### src/hw/int_accept_pkg.sv
// Purpose: shared constants for the interrupt acceptance block
// Assumes: AXI4-Lite register access, 32-bit data
// Notes: offsets are byte addresses
package int_accept_pkg;
  localparam int NUM_SRC = 8;
  localparam logic [7:0] TRAP_VEC_LO = 8'h3e;
  localparam logic [7:0] TRAP_VEC_HI = 8'h3f;
  localparam logic [7:0] PSW_RESET = 8'h02;
  localparam int PSW_IE_BIT = 7;
  localparam int PSW_ISP_BIT = 1;
  localparam logic [7:0] OFS_REQUEST = 8'h00;
  localparam logic [7:0] OFS_MASK = 8'h04;
  localparam logic [7:0] OFS_PRIORITY = 8'h08;
  localparam logic [7:0] OFS_PSW = 8'h0c;
  localparam logic [7:0] OFS_STATUS = 8'h10;
  localparam logic [7:0] OFS_NMI_VEC = 8'h14;
  localparam logic [7:0] MASK_RESET = 8'hff;
  localparam logic [7:0] PRIO_RESET = 8'hff;
  localparam logic [1:0] RESP_OKAY = 2'b00;
  localparam logic [1:0] RESP_SLVERR = 2'b10;
  localparam int MIN_LAT_HI = 7;
  localparam int MAX_LAT_HI = 32;
  localparam int ACCEPT_CYCLES = MIN_LAT_HI - 1;
  typedef enum logic [2:0] {
    OP_NONE, OP_TRAP, OP_TRAP_RET, OP_INT_RET, OP_ENABLE, OP_DISABLE, OP_HOLD
  } op_t;
endpackage

### src/hw/nested_interrupt_acceptance.sv
// Purpose: interrupt acceptance, nesting and deferral logic
// Assumes: sequencer reports one completed instruction per instrDone pulse
// Notes: registers reached over AXI4-Lite
// Behaviour
// - Trap instruction always raises software interrupt
// - Trap pushes status, PC, clears enable, vectors
// - Trap handlers return with trap-return instruction
// - Maskable nesting needs global enable set
// - Any acceptance clears global maskable enable
// - Enable instruction sets global maskable enable
// - Equal or higher priority nests when enabled
// - Lower priority never nests
// - Refused requests pend; one instruction after return
// - Non-maskable handler blocks all nesting; here it blocks NMI and maskable entry, a trap still nests
// - Priority flag zero high, one low
// - High in service admits NMI, enabled high
// - Low or idle admits both levels enabled
// - Listed instructions defer acceptance one instruction
// - Trap does not defer; NMI still accepted
// - Eligible when request set and mask clear
// - Accepted source priority copied into in-service flag
// - Higher programmed priority wins, then default
// - Latency seven to thirty-two clocks, low plus one
//
// Design decisions made here: the register addresses and the AXI4-Lite interface to the registers.
`timescale 1ns/1ps
module nested_interrupt_acceptance #(
  parameter int N = int_accept_pkg::NUM_SRC
) (
  // Clock and reset
  input wire logic ref_clk,
  input wire logic rst_b,
  // Peripheral request pulses
  input wire logic [N-1:0] srcEvent,
  input wire logic nmiEvent,
  // Instruction sequencer
  input wire logic instrDone,
  input wire logic [2:0] instrOp,
  output logic takeReq,
  output logic takeNmi,
  output logic takeTrap,
  output logic [7:0] vectorLo,
  output logic [7:0] vectorHi,
  output logic [7:0] pushedPsw,
  output logic maskableAcceptEnable,
  output logic inServicePriority,
  // AXI4-Lite slave
  input wire logic [7:0] s_axi_awaddr,
  input wire logic s_axi_awvalid,
  output logic s_axi_awready,
  input wire logic [31:0] s_axi_wdata,
  input wire logic [3:0] s_axi_wstrb,
  input wire logic s_axi_wvalid,
  output logic s_axi_wready,
  output logic [1:0] s_axi_bresp,
  output logic s_axi_bvalid,
  input wire logic s_axi_bready,
  input wire logic [7:0] s_axi_araddr,
  input wire logic s_axi_arvalid,
  output logic s_axi_arready,
  output logic [31:0] s_axi_rdata,
  output logic [1:0] s_axi_rresp,
  output logic s_axi_rvalid,
  input wire logic s_axi_rready
);
  localparam int IW = $clog2(N);
  // ----------------------------------------------------------
  // State
  // ----------------------------------------------------------
  typedef enum logic [1:0] {CTX_NONE, CTX_MASKABLE, CTX_NMI, CTX_TRAP} ctx_t;
  logic [N-1:0] requestFlag_q;
  logic [N-1:0] maskFlag_q;
  logic [N-1:0] sourcePriorityFlag_q;
  logic [7:0] psw_q;
  logic [7:0] pswStack_q [4];
  logic holdOp;
  logic nmiPend_q;
  logic [1:0] depth_q;
  ctx_t ctx_q;
  logic hold_q;
  logic nmiSvc_q;
  logic [7:0] nmiVec_q;
  logic awHave_q;
  logic wHave_q;
  logic [7:0] awAddr_q;
  logic [31:0] wData_q;
  logic [3:0] wStrb_q;
  logic found;
  logic [IW-1:0] idx;
  logic winPrio;
  logic latBusy;
  logic latDone;
  logic [5:0] latCount;
  logic maskOk;
  logic nmiOk;
  logic boundary;
  logic acceptM;
  logic acceptN;
  logic isTrap;
  logic regWr;
  logic pswWr;
  logic [IW-1:0] accIdx_q;
  logic accNmi_q;
  logic accPrio_q;
  // ----------------------------------------------------------
  // Source selection
  // ----------------------------------------------------------
  int_select #(.N(N)) u_sel (
    .request(requestFlag_q),
    .mask(maskFlag_q),
    .prio(sourcePriorityFlag_q),
    .found(found),
    .idx(idx),
    .winPrio(winPrio)
  );
  // ----------------------------------------------------------
  // Acceptance decision
  // ----------------------------------------------------------
  assign isTrap = instrDone && (int_accept_pkg::op_t'(instrOp) == int_accept_pkg::OP_TRAP);
  assign holdOp = instrDone && (int_accept_pkg::op_t'(instrOp) inside {int_accept_pkg::OP_TRAP_RET,
    int_accept_pkg::OP_INT_RET, int_accept_pkg::OP_ENABLE, int_accept_pkg::OP_DISABLE,
    int_accept_pkg::OP_HOLD});
  assign boundary = instrDone && !holdOp && !hold_q && !latBusy;
  assign maskOk = found && psw_q[int_accept_pkg::PSW_IE_BIT] && !isTrap && !nmiSvc_q &&
    (psw_q[int_accept_pkg::PSW_ISP_BIT] || !winPrio);
  assign nmiOk = nmiPend_q && !nmiSvc_q;
  assign acceptN = boundary && nmiOk;
  assign acceptM = boundary && !nmiOk && maskOk;
  // high priority 7 clocks minimum, low one more
  assign latCount = acceptN ? 6'(int_accept_pkg::ACCEPT_CYCLES) :
    6'(int_accept_pkg::ACCEPT_CYCLES + (winPrio ? 1 : 0));
  latency_counter #(.W(6)) u_lat (
    .ref_clk(ref_clk),
    .rst_b(rst_b),
    .start(acceptN || acceptM),
    .count(latCount),
    .busy(latBusy),
    .done(latDone)
  );
  always_ff @(posedge ref_clk) begin
    if (!rst_b) begin
      accIdx_q <= '0;
      accNmi_q <= 1'b0;
      accPrio_q <= 1'b1;
    end else if (acceptN || acceptM) begin
      accIdx_q <= idx;
      accNmi_q <= acceptN;
      accPrio_q <= winPrio;
    end
  end
  // Deferral of the next instruction boundary after a register write
  always_ff @(posedge ref_clk) begin
    if (!rst_b) begin
      hold_q <= 1'b0;
    end else if (regWr) begin
      hold_q <= 1'b1;
    end else if (instrDone) begin
      hold_q <= 1'b0;
    end
  end
  // Status word stack, one entry per nesting level
  always_ff @(posedge ref_clk) begin
    if (isTrap || acceptN || acceptM) begin
      pswStack_q[depth_q] <= psw_q;
    end
  end
  // ----------------------------------------------------------
  // Status word and service context
  // ----------------------------------------------------------
  always_ff @(posedge ref_clk) begin
    if (!rst_b) begin
      psw_q <= int_accept_pkg::PSW_RESET;
      depth_q <= '0;
      ctx_q <= CTX_NONE;
      nmiSvc_q <= 1'b0;
    end else if (isTrap) begin
      psw_q[int_accept_pkg::PSW_IE_BIT] <= 1'b0;
      depth_q <= depth_q + 2'd1;
      ctx_q <= CTX_TRAP;
    end else if (acceptN) begin
      psw_q[int_accept_pkg::PSW_IE_BIT] <= 1'b0;
      psw_q[int_accept_pkg::PSW_ISP_BIT] <= 1'b0;
      depth_q <= depth_q + 2'd1;
      nmiSvc_q <= 1'b1;
      ctx_q <= CTX_NMI;
    end else if (acceptM) begin
      psw_q[int_accept_pkg::PSW_IE_BIT] <= 1'b0;
      psw_q[int_accept_pkg::PSW_ISP_BIT] <= winPrio;
      depth_q <= depth_q + 2'd1;
      ctx_q <= CTX_MASKABLE;
    end else if (instrDone) begin
      unique case (int_accept_pkg::op_t'(instrOp))
        int_accept_pkg::OP_ENABLE: psw_q[int_accept_pkg::PSW_IE_BIT] <= 1'b1;
        int_accept_pkg::OP_DISABLE: psw_q[int_accept_pkg::PSW_IE_BIT] <= 1'b0;
        int_accept_pkg::OP_TRAP_RET: begin
          psw_q <= pswStack_q[depth_q - 2'd1];
          if (depth_q != 2'd0) begin
            depth_q <= depth_q - 2'd1;
          end
          ctx_q <= CTX_NONE;
        end
        int_accept_pkg::OP_INT_RET: begin
          psw_q <= pswStack_q[depth_q - 2'd1];
          nmiSvc_q <= 1'b0;
          if (depth_q != 2'd0) begin
            depth_q <= depth_q - 2'd1;
          end
          ctx_q <= CTX_NONE;
        end
        default: begin
        end
      endcase
    end else if (pswWr) begin
      psw_q <= wData_q[7:0];
    end
  end
  // ----------------------------------------------------------
  // Request flags
  // ----------------------------------------------------------
  always_ff @(posedge ref_clk) begin
    if (!rst_b) begin
      requestFlag_q <= '0;
      nmiPend_q <= 1'b0;
    end else begin
      for (int i = 0; i < N; i++) begin
        if (srcEvent[i]) begin
          requestFlag_q[i] <= 1'b1;
        end else if (acceptM && idx == i[IW-1:0]) begin
          requestFlag_q[i] <= 1'b0;
        end else if (regWr && awAddr_q == int_accept_pkg::OFS_REQUEST && wStrb_q[0]) begin
          requestFlag_q[i] <= wData_q[i];
        end
      end
      if (nmiEvent) begin
        nmiPend_q <= 1'b1;
      end else if (acceptN) begin
        nmiPend_q <= 1'b0;
      end
    end
  end
  // ----------------------------------------------------------
  // Sequencer outputs
  // ----------------------------------------------------------
  always_ff @(posedge ref_clk) begin
    if (!rst_b) begin
      takeReq <= 1'b0;
      takeNmi <= 1'b0;
      takeTrap <= 1'b0;
      vectorLo <= '0;
      vectorHi <= '0;
      pushedPsw <= int_accept_pkg::PSW_RESET;
      maskableAcceptEnable <= 1'b0;
      inServicePriority <= 1'b1;
    end else begin
      takeTrap <= isTrap;
      takeReq <= latDone && !accNmi_q;
      takeNmi <= latDone && accNmi_q;
      maskableAcceptEnable <= psw_q[int_accept_pkg::PSW_IE_BIT];
      inServicePriority <= psw_q[int_accept_pkg::PSW_ISP_BIT];
      if (isTrap) begin
        pushedPsw <= psw_q;
        vectorLo <= int_accept_pkg::TRAP_VEC_LO;
        vectorHi <= int_accept_pkg::TRAP_VEC_HI;
      end else if (acceptN || acceptM) begin
        pushedPsw <= psw_q;
        vectorLo <= acceptN ? nmiVec_q : 8'(nmiVec_q + 8'h02 + {3'h0, idx, 1'b0});
        vectorHi <= acceptN ? 8'(nmiVec_q + 8'h01) : 8'(nmiVec_q + 8'h03 + {3'h0, idx, 1'b0});
      end
    end
  end
  // ----------------------------------------------------------
  // AXI4-Lite slave
  // ----------------------------------------------------------
  assign regWr = awHave_q && wHave_q && !s_axi_bvalid;
  assign pswWr = regWr && awAddr_q == int_accept_pkg::OFS_PSW && wStrb_q[0];
  always_ff @(posedge ref_clk) begin
    if (!rst_b) begin
      awHave_q <= 1'b0;
      wHave_q <= 1'b0;
      awAddr_q <= '0;
      wData_q <= '0;
      wStrb_q <= '0;
      s_axi_awready <= 1'b0;
      s_axi_wready <= 1'b0;
      s_axi_bvalid <= 1'b0;
      s_axi_bresp <= int_accept_pkg::RESP_OKAY;
    end else begin
      s_axi_awready <= !awHave_q && !s_axi_awready && !s_axi_bvalid;
      s_axi_wready <= !wHave_q && !s_axi_wready && !s_axi_bvalid;
      if (s_axi_awvalid && s_axi_awready) begin
        awHave_q <= 1'b1;
        awAddr_q <= s_axi_awaddr;
      end
      if (s_axi_wvalid && s_axi_wready) begin
        wHave_q <= 1'b1;
        wData_q <= s_axi_wdata;
        wStrb_q <= s_axi_wstrb;
      end
      if (regWr) begin
        awHave_q <= 1'b0;
        wHave_q <= 1'b0;
        s_axi_bvalid <= 1'b1;
        s_axi_bresp <= (awAddr_q > int_accept_pkg::OFS_NMI_VEC || awAddr_q == int_accept_pkg::OFS_STATUS) ?
          int_accept_pkg::RESP_SLVERR : int_accept_pkg::RESP_OKAY;
      end else if (s_axi_bvalid && s_axi_bready) begin
        s_axi_bvalid <= 1'b0;
      end
    end
  end
  always_ff @(posedge ref_clk) begin
    if (!rst_b) begin
      maskFlag_q <= {N{1'b1}};
      sourcePriorityFlag_q <= {N{1'b1}};
      nmiVec_q <= '0;
    end else if (regWr && wStrb_q[0]) begin
      if (awAddr_q == int_accept_pkg::OFS_MASK) maskFlag_q <= wData_q[N-1:0];
      if (awAddr_q == int_accept_pkg::OFS_PRIORITY) sourcePriorityFlag_q <= wData_q[N-1:0];
      if (awAddr_q == int_accept_pkg::OFS_NMI_VEC) nmiVec_q <= wData_q[7:0];
    end
  end
  always_ff @(posedge ref_clk) begin
    if (!rst_b) begin
      s_axi_arready <= 1'b0;
      s_axi_rvalid <= 1'b0;
      s_axi_rdata <= '0;
      s_axi_rresp <= int_accept_pkg::RESP_OKAY;
    end else begin
      s_axi_arready <= !s_axi_arready && !s_axi_rvalid;
      if (s_axi_arvalid && s_axi_arready) begin
        s_axi_rvalid <= 1'b1;
        s_axi_rresp <= int_accept_pkg::RESP_OKAY;
        unique case (s_axi_araddr)
          int_accept_pkg::OFS_REQUEST: s_axi_rdata <= 32'(requestFlag_q);
          int_accept_pkg::OFS_MASK: s_axi_rdata <= 32'(maskFlag_q);
          int_accept_pkg::OFS_PRIORITY: s_axi_rdata <= 32'(sourcePriorityFlag_q);
          int_accept_pkg::OFS_PSW: s_axi_rdata <= 32'(psw_q);
          int_accept_pkg::OFS_STATUS: s_axi_rdata <= 32'({ctx_q, depth_q, nmiPend_q, nmiSvc_q, hold_q, latBusy});
          int_accept_pkg::OFS_NMI_VEC: s_axi_rdata <= 32'(nmiVec_q);
          default: begin
            s_axi_rdata <= '0;
            s_axi_rresp <= int_accept_pkg::RESP_SLVERR;
          end
        endcase
      end else if (s_axi_rvalid && s_axi_rready) begin
        s_axi_rvalid <= 1'b0;
      end
    end
  end
endmodule

### src/hw/int_select.sv
// Purpose: picks the winning maskable source
// Assumes: lower index wins ties
// Notes: purely combinational
`timescale 1ns/1ps
module int_select #(
  parameter int N = 8
) (
  // Sources
  input wire logic [N-1:0] request,
  input wire logic [N-1:0] mask,
  input wire logic [N-1:0] prio,
  // Result
  output logic found,
  output logic [$clog2(N)-1:0] idx,
  output logic winPrio
);
  logic [N-1:0] elig;
  logic [N-1:0] eligHi;
  logic [N-1:0] pick;
  assign elig = request & ~mask;
  assign eligHi = elig & ~prio;
  assign pick = (|eligHi) ? eligHi : elig;
  always_comb begin
    found = |pick;
    idx = '0;
    winPrio = 1'b1;
    for (int i = N - 1; i >= 0; i--) begin
      if (pick[i]) begin
        idx = i[$clog2(N)-1:0];
        winPrio = prio[i];
      end
    end
  end
endmodule

### src/hw/latency_counter.sv
// Purpose: counts the acceptance delay
// Assumes: start pulses once per acceptance
// Notes: done pulses after the programmed count
`timescale 1ns/1ps
module latency_counter #(
  parameter int W = 6
) (
  // Clock and reset
  input wire logic ref_clk,
  input wire logic rst_b,
  // Control
  input wire logic start,
  input wire logic [W-1:0] count,
  output logic busy,
  output logic done
);
  logic [W-1:0] cnt_q;
  always_ff @(posedge ref_clk) begin
    if (!rst_b) begin
      cnt_q <= '0;
      busy <= 1'b0;
      done <= 1'b0;
    end else begin
      done <= 1'b0;
      if (start && !busy) begin
        cnt_q <= count;
        busy <= 1'b1;
      end else if (busy) begin
        if (cnt_q <= W'(1)) begin
          busy <= 1'b0;
          done <= 1'b1;
        end else begin
          cnt_q <= cnt_q - W'(1);
        end
      end
    end
  end
endmodule

### config.mk
export PLATFORM = sky130hd
export DESIGN_NAME = nested_interrupt_acceptance
export DESIGN_NICKNAME = d
export VERILOG_FILES = /design/src/hw/int_accept_pkg.sv /design/src/hw/nested_interrupt_acceptance.sv /design/src/hw/int_select.sv /design/src/hw/latency_counter.sv
export SDC_FILE = /design/constraint.sdc
export NUM_CORES = 1
export LEC_CHECK = 0
export BUFFER_PORTS_ARGS = -buffer_cell sky130_fd_sc_hd__buf_2
export CAP_MARGIN = 20
export CORE_ASPECT_RATIO = 1.2
export CORE_UTILIZATION = 38
export DETAILED_ROUTE_END_ITERATION = 8
export PLACE_DENSITY = 0.65
export SLEW_MARGIN = 0
export SYNTH_ARGS = -nofsm -noshare
export SYNTH_HDL_FRONTEND = slang
export SYNTH_SLANG_ARGS = --single-unit
### constraint.sdc
create_clock -name ref_clk -period 4.5 [get_ports ref_clk]
set_input_delay 0.45 -clock ref_clk [delete_from_list [all_inputs] [get_ports ref_clk]]
set_output_delay 0.45 -clock ref_clk [all_outputs]
set_load 0.01 [all_outputs]
==> metrics <==
outcome complete, no violations; Final Hold Vio Count 0; Boundary Pins 142; hold_sp srcEvent[1]; clock tree buffer depth 2; P per Cell Area 378 nW/um^2; synthesized area per cell 9.54 sq um; # resized after CTS 0; max-cap viol count 0; Lkg Pwr 3.49 nW; hold buffer count at cts 0; worst hold path class in -> reg; later-pin clock latency in the skew report 0.43 ns; CP startpoint requestFlag_q[0]$_SDFFE_PN0P_; die width 129 um; maximum fanout along the worst path 4; min Tclk post-route 4.10 ns; Vias 6,087; VDD IR max 268 uV; GP Congestion 0.880; Crit path required time 4.84 ns; total CTS buffers 17; share of cells above drive strength 1 18.8%; H-tree levels 4; Post-Route WL 19,900 um; detailed-router iteration count before antenna repair 7; initial core utilization 39.0%; CTS clk-pin slew, worst paths 0.06 ns; Overall Global Routing Usage 20.5%; Post-Place Cell Area 7970 sq um; Tcrit/Tclk final 91.2%; CP Class reg -> reg; via density per instance 5.44; sequential area share after synthesis 45.1%; dpl hpwl 14,000 um; Post-synth EDFFs 32; initial antenna violation count 0; drt wl/cell 17.8 um; total power 3.26 mW; largest net degree at the start of global routing 62; maximum clock frequency 0.244 GHz; Synth Warn # 0; RSZ-0062 raised after global routing false; Iter 0 DRT Violations 414; Clock Skew 0.0108 ns; dominant synthesized flop cell dfxtp_1; CORE AREA 19,000 sq um; Crit. End Element flip-flop; root buffer cell clkbuf_16; CP Launch Type flip-flop; Yosys reg bits 151; Setup Fix Bufs, Post-CTS 0; n_diodes 0; Yosys cell types 71; DRC viols 0; max-slew violation count 0; Post-DRT Antenna Nets 0; Netlist Area Pre-Place 7410 sq um; R2R Path Start requestFlag_q[0]$_SDFFE_PN0P_; vias in the first global route 5,657; row cnt 55; final net count 937; Remaining Overflow, GRT 0; slew at the pin with the worst max-slew slack 0.822 ns; Async SR Flop Fraction 0%; # setup viols final 0; normalized max-slew margin 44.8%; Area Overhead vs Synth 16.2%; CTS sink cnt 151; first-pass GRT wire length 31,000 um; Die ar. 20,100 sq um; TritonCTS clock tree done; Post-Syn Instances 777; setup_tns 0 ns; final std cell area, no fill 8610 sq um; Die Height 155 um; IO buf count 88; CP arrival 4.45 ns
-- synthesized netlist by cell type (all sizes together) (16+ instances only) --
master	count	area share, %
nor2	46	2.3
a21oi	50	3.4
buf	35	3.2
inv	21	1.1
nand2	94	4.8
clkbuf	34	1.7
mux2	16	2.4
o21ai	34	2.3
edfxtp	32	13
a31oi	23	1.9
mux2i	37	5.0
nand3	33	2.3
dfxtp	119	32
-- final timing paths --
check,to,slack [ns],cells after the start
min reg2reg,takeReq$_SDFF_PN0_,0.44,2
max reg2reg,vectorHi[7]$_SDFFE_PP0N_,0.40,17
min,requestFlag_q[1]$_SDFFE_PN0P_,0.23,2
max,vectorHi[7]$_SDFFE_PP0N_,0.40,17
-- state kept, by name (all words and copies together), names as in the netlist, 6 cells and up --
| signal | flops |
|---|---|
| pswStack_q | 32 |
| awAddr_q | 8 |
| maskFlag_q | 8 |
| nmiVec_q | 8 |
| psw_q | 8 |
| pushedPsw | 8 |
| requestFlag_q | 8 |
| s_axi_rdata | 8 |
| sourcePriorityFlag_q | 8 |
| vectorHi | 8 |
| vectorLo | 8 |
| wData_q | 8 |
| u_lat.cnt_q | 6 |
-- placed cells by master (no fill, tap or decap), types with 26 or more instances in the layout --
master | Yosys | routed
dfxtp_1 | 119 | 119
conb_1 | 1 | 26
a21oi_1 | 50 | 50
edfxtp_1 | 32 | 32
nor2_1 | 46 | 46
nand2_1 | 94 | 94
buf_2 | 5 | 88
mux2i_1 | 37 | 37
nand3_1 | 32 | 32
-- critical path, cell delays in order (launching register included) --
cell and delay [ns]:
dfxtp_1 0.39, or3b_1 0.39, o2111ai_1 0.20, o21ai_0 0.20, a211o_1 0.35, a221oi_2 0.35, o22ai_1 0.22, ha_1 0.33
inv_1 0.05, ha_1 0.19, inv_1 0.07, fa_1 0.20, nor2b_1 0.06, o21a_1 0.16, o31ai_1 0.39, nor2_1 0.11
xnor2_1 0.15, a211oi_1 0.22
-- area by class of cell --
class / count / area (sq um)
timing repair buffer: 97 / 508
sequential: 151 / 3340
multi-input combinational: 560 / 3720
clock buffer: 21 / 482
fill: 1873 / 10400
clock inverter: 11 / 156
inverter: 22 / 82.6
tap: 256 / 320
-- routing by layer --
layer | routed length, um | GRT usage (%) | share of wire, % | vias to the layer above
met5 | 0 | 0 | 0 | -
met1 | 8650 | 26.2 | 43 | 2923
met3 | 1100 | 4.61 | 5.5 | 35
met2 | 9670 | 33.1 | 49 | 199
met4 | 490 | 8.80 | 2.5 | 0
li1 | - | - | - | 2930
-- where the power goes --
part / switching (mW) / leakage, nW / internal (mW)
logic: 0.143 / 1.91 / 0.103
clock network: 0.590 / 0.316 / 0.945
registers: 0.0508 / 1.27 / 1.43
total: 0.784 / 3.49 / 2.47
-- per-stage QoR --
stage	hold slack [ns]	worst slack, ns	std cells	utilization [%]
after floorplan	0.403	0.954	802	-
after global placement	0.425	0.375	1086	41.9
after detailed placement	0.434	0.328	1086	41.9
after CTS	0.224	0.274	1118	45.3
after global routing	0.237	0.180	1118	45.3
final	0.234	0.397	1118	45.3
-- logic make-up (layout without fill, tap and decap cells) --
kind of cell               count (synthesis)  count (layout)  share of synthesized area [%]
AOI/OAI and AO/OA                        178             178                           16.6
adders and majority gates                 16              16                           2.90
DFF                                      151             151                           45.1
and+or+nand+nor                          261             261                           17.3
other                                      1              26                         0.0506
muxes                                     61              61                           9.86
xor gates and xnor gates                  18              18                           2.13
buffers and inverters                     91             151                           6.06
No activity file was read; power rests on OpenSTA's default activity.
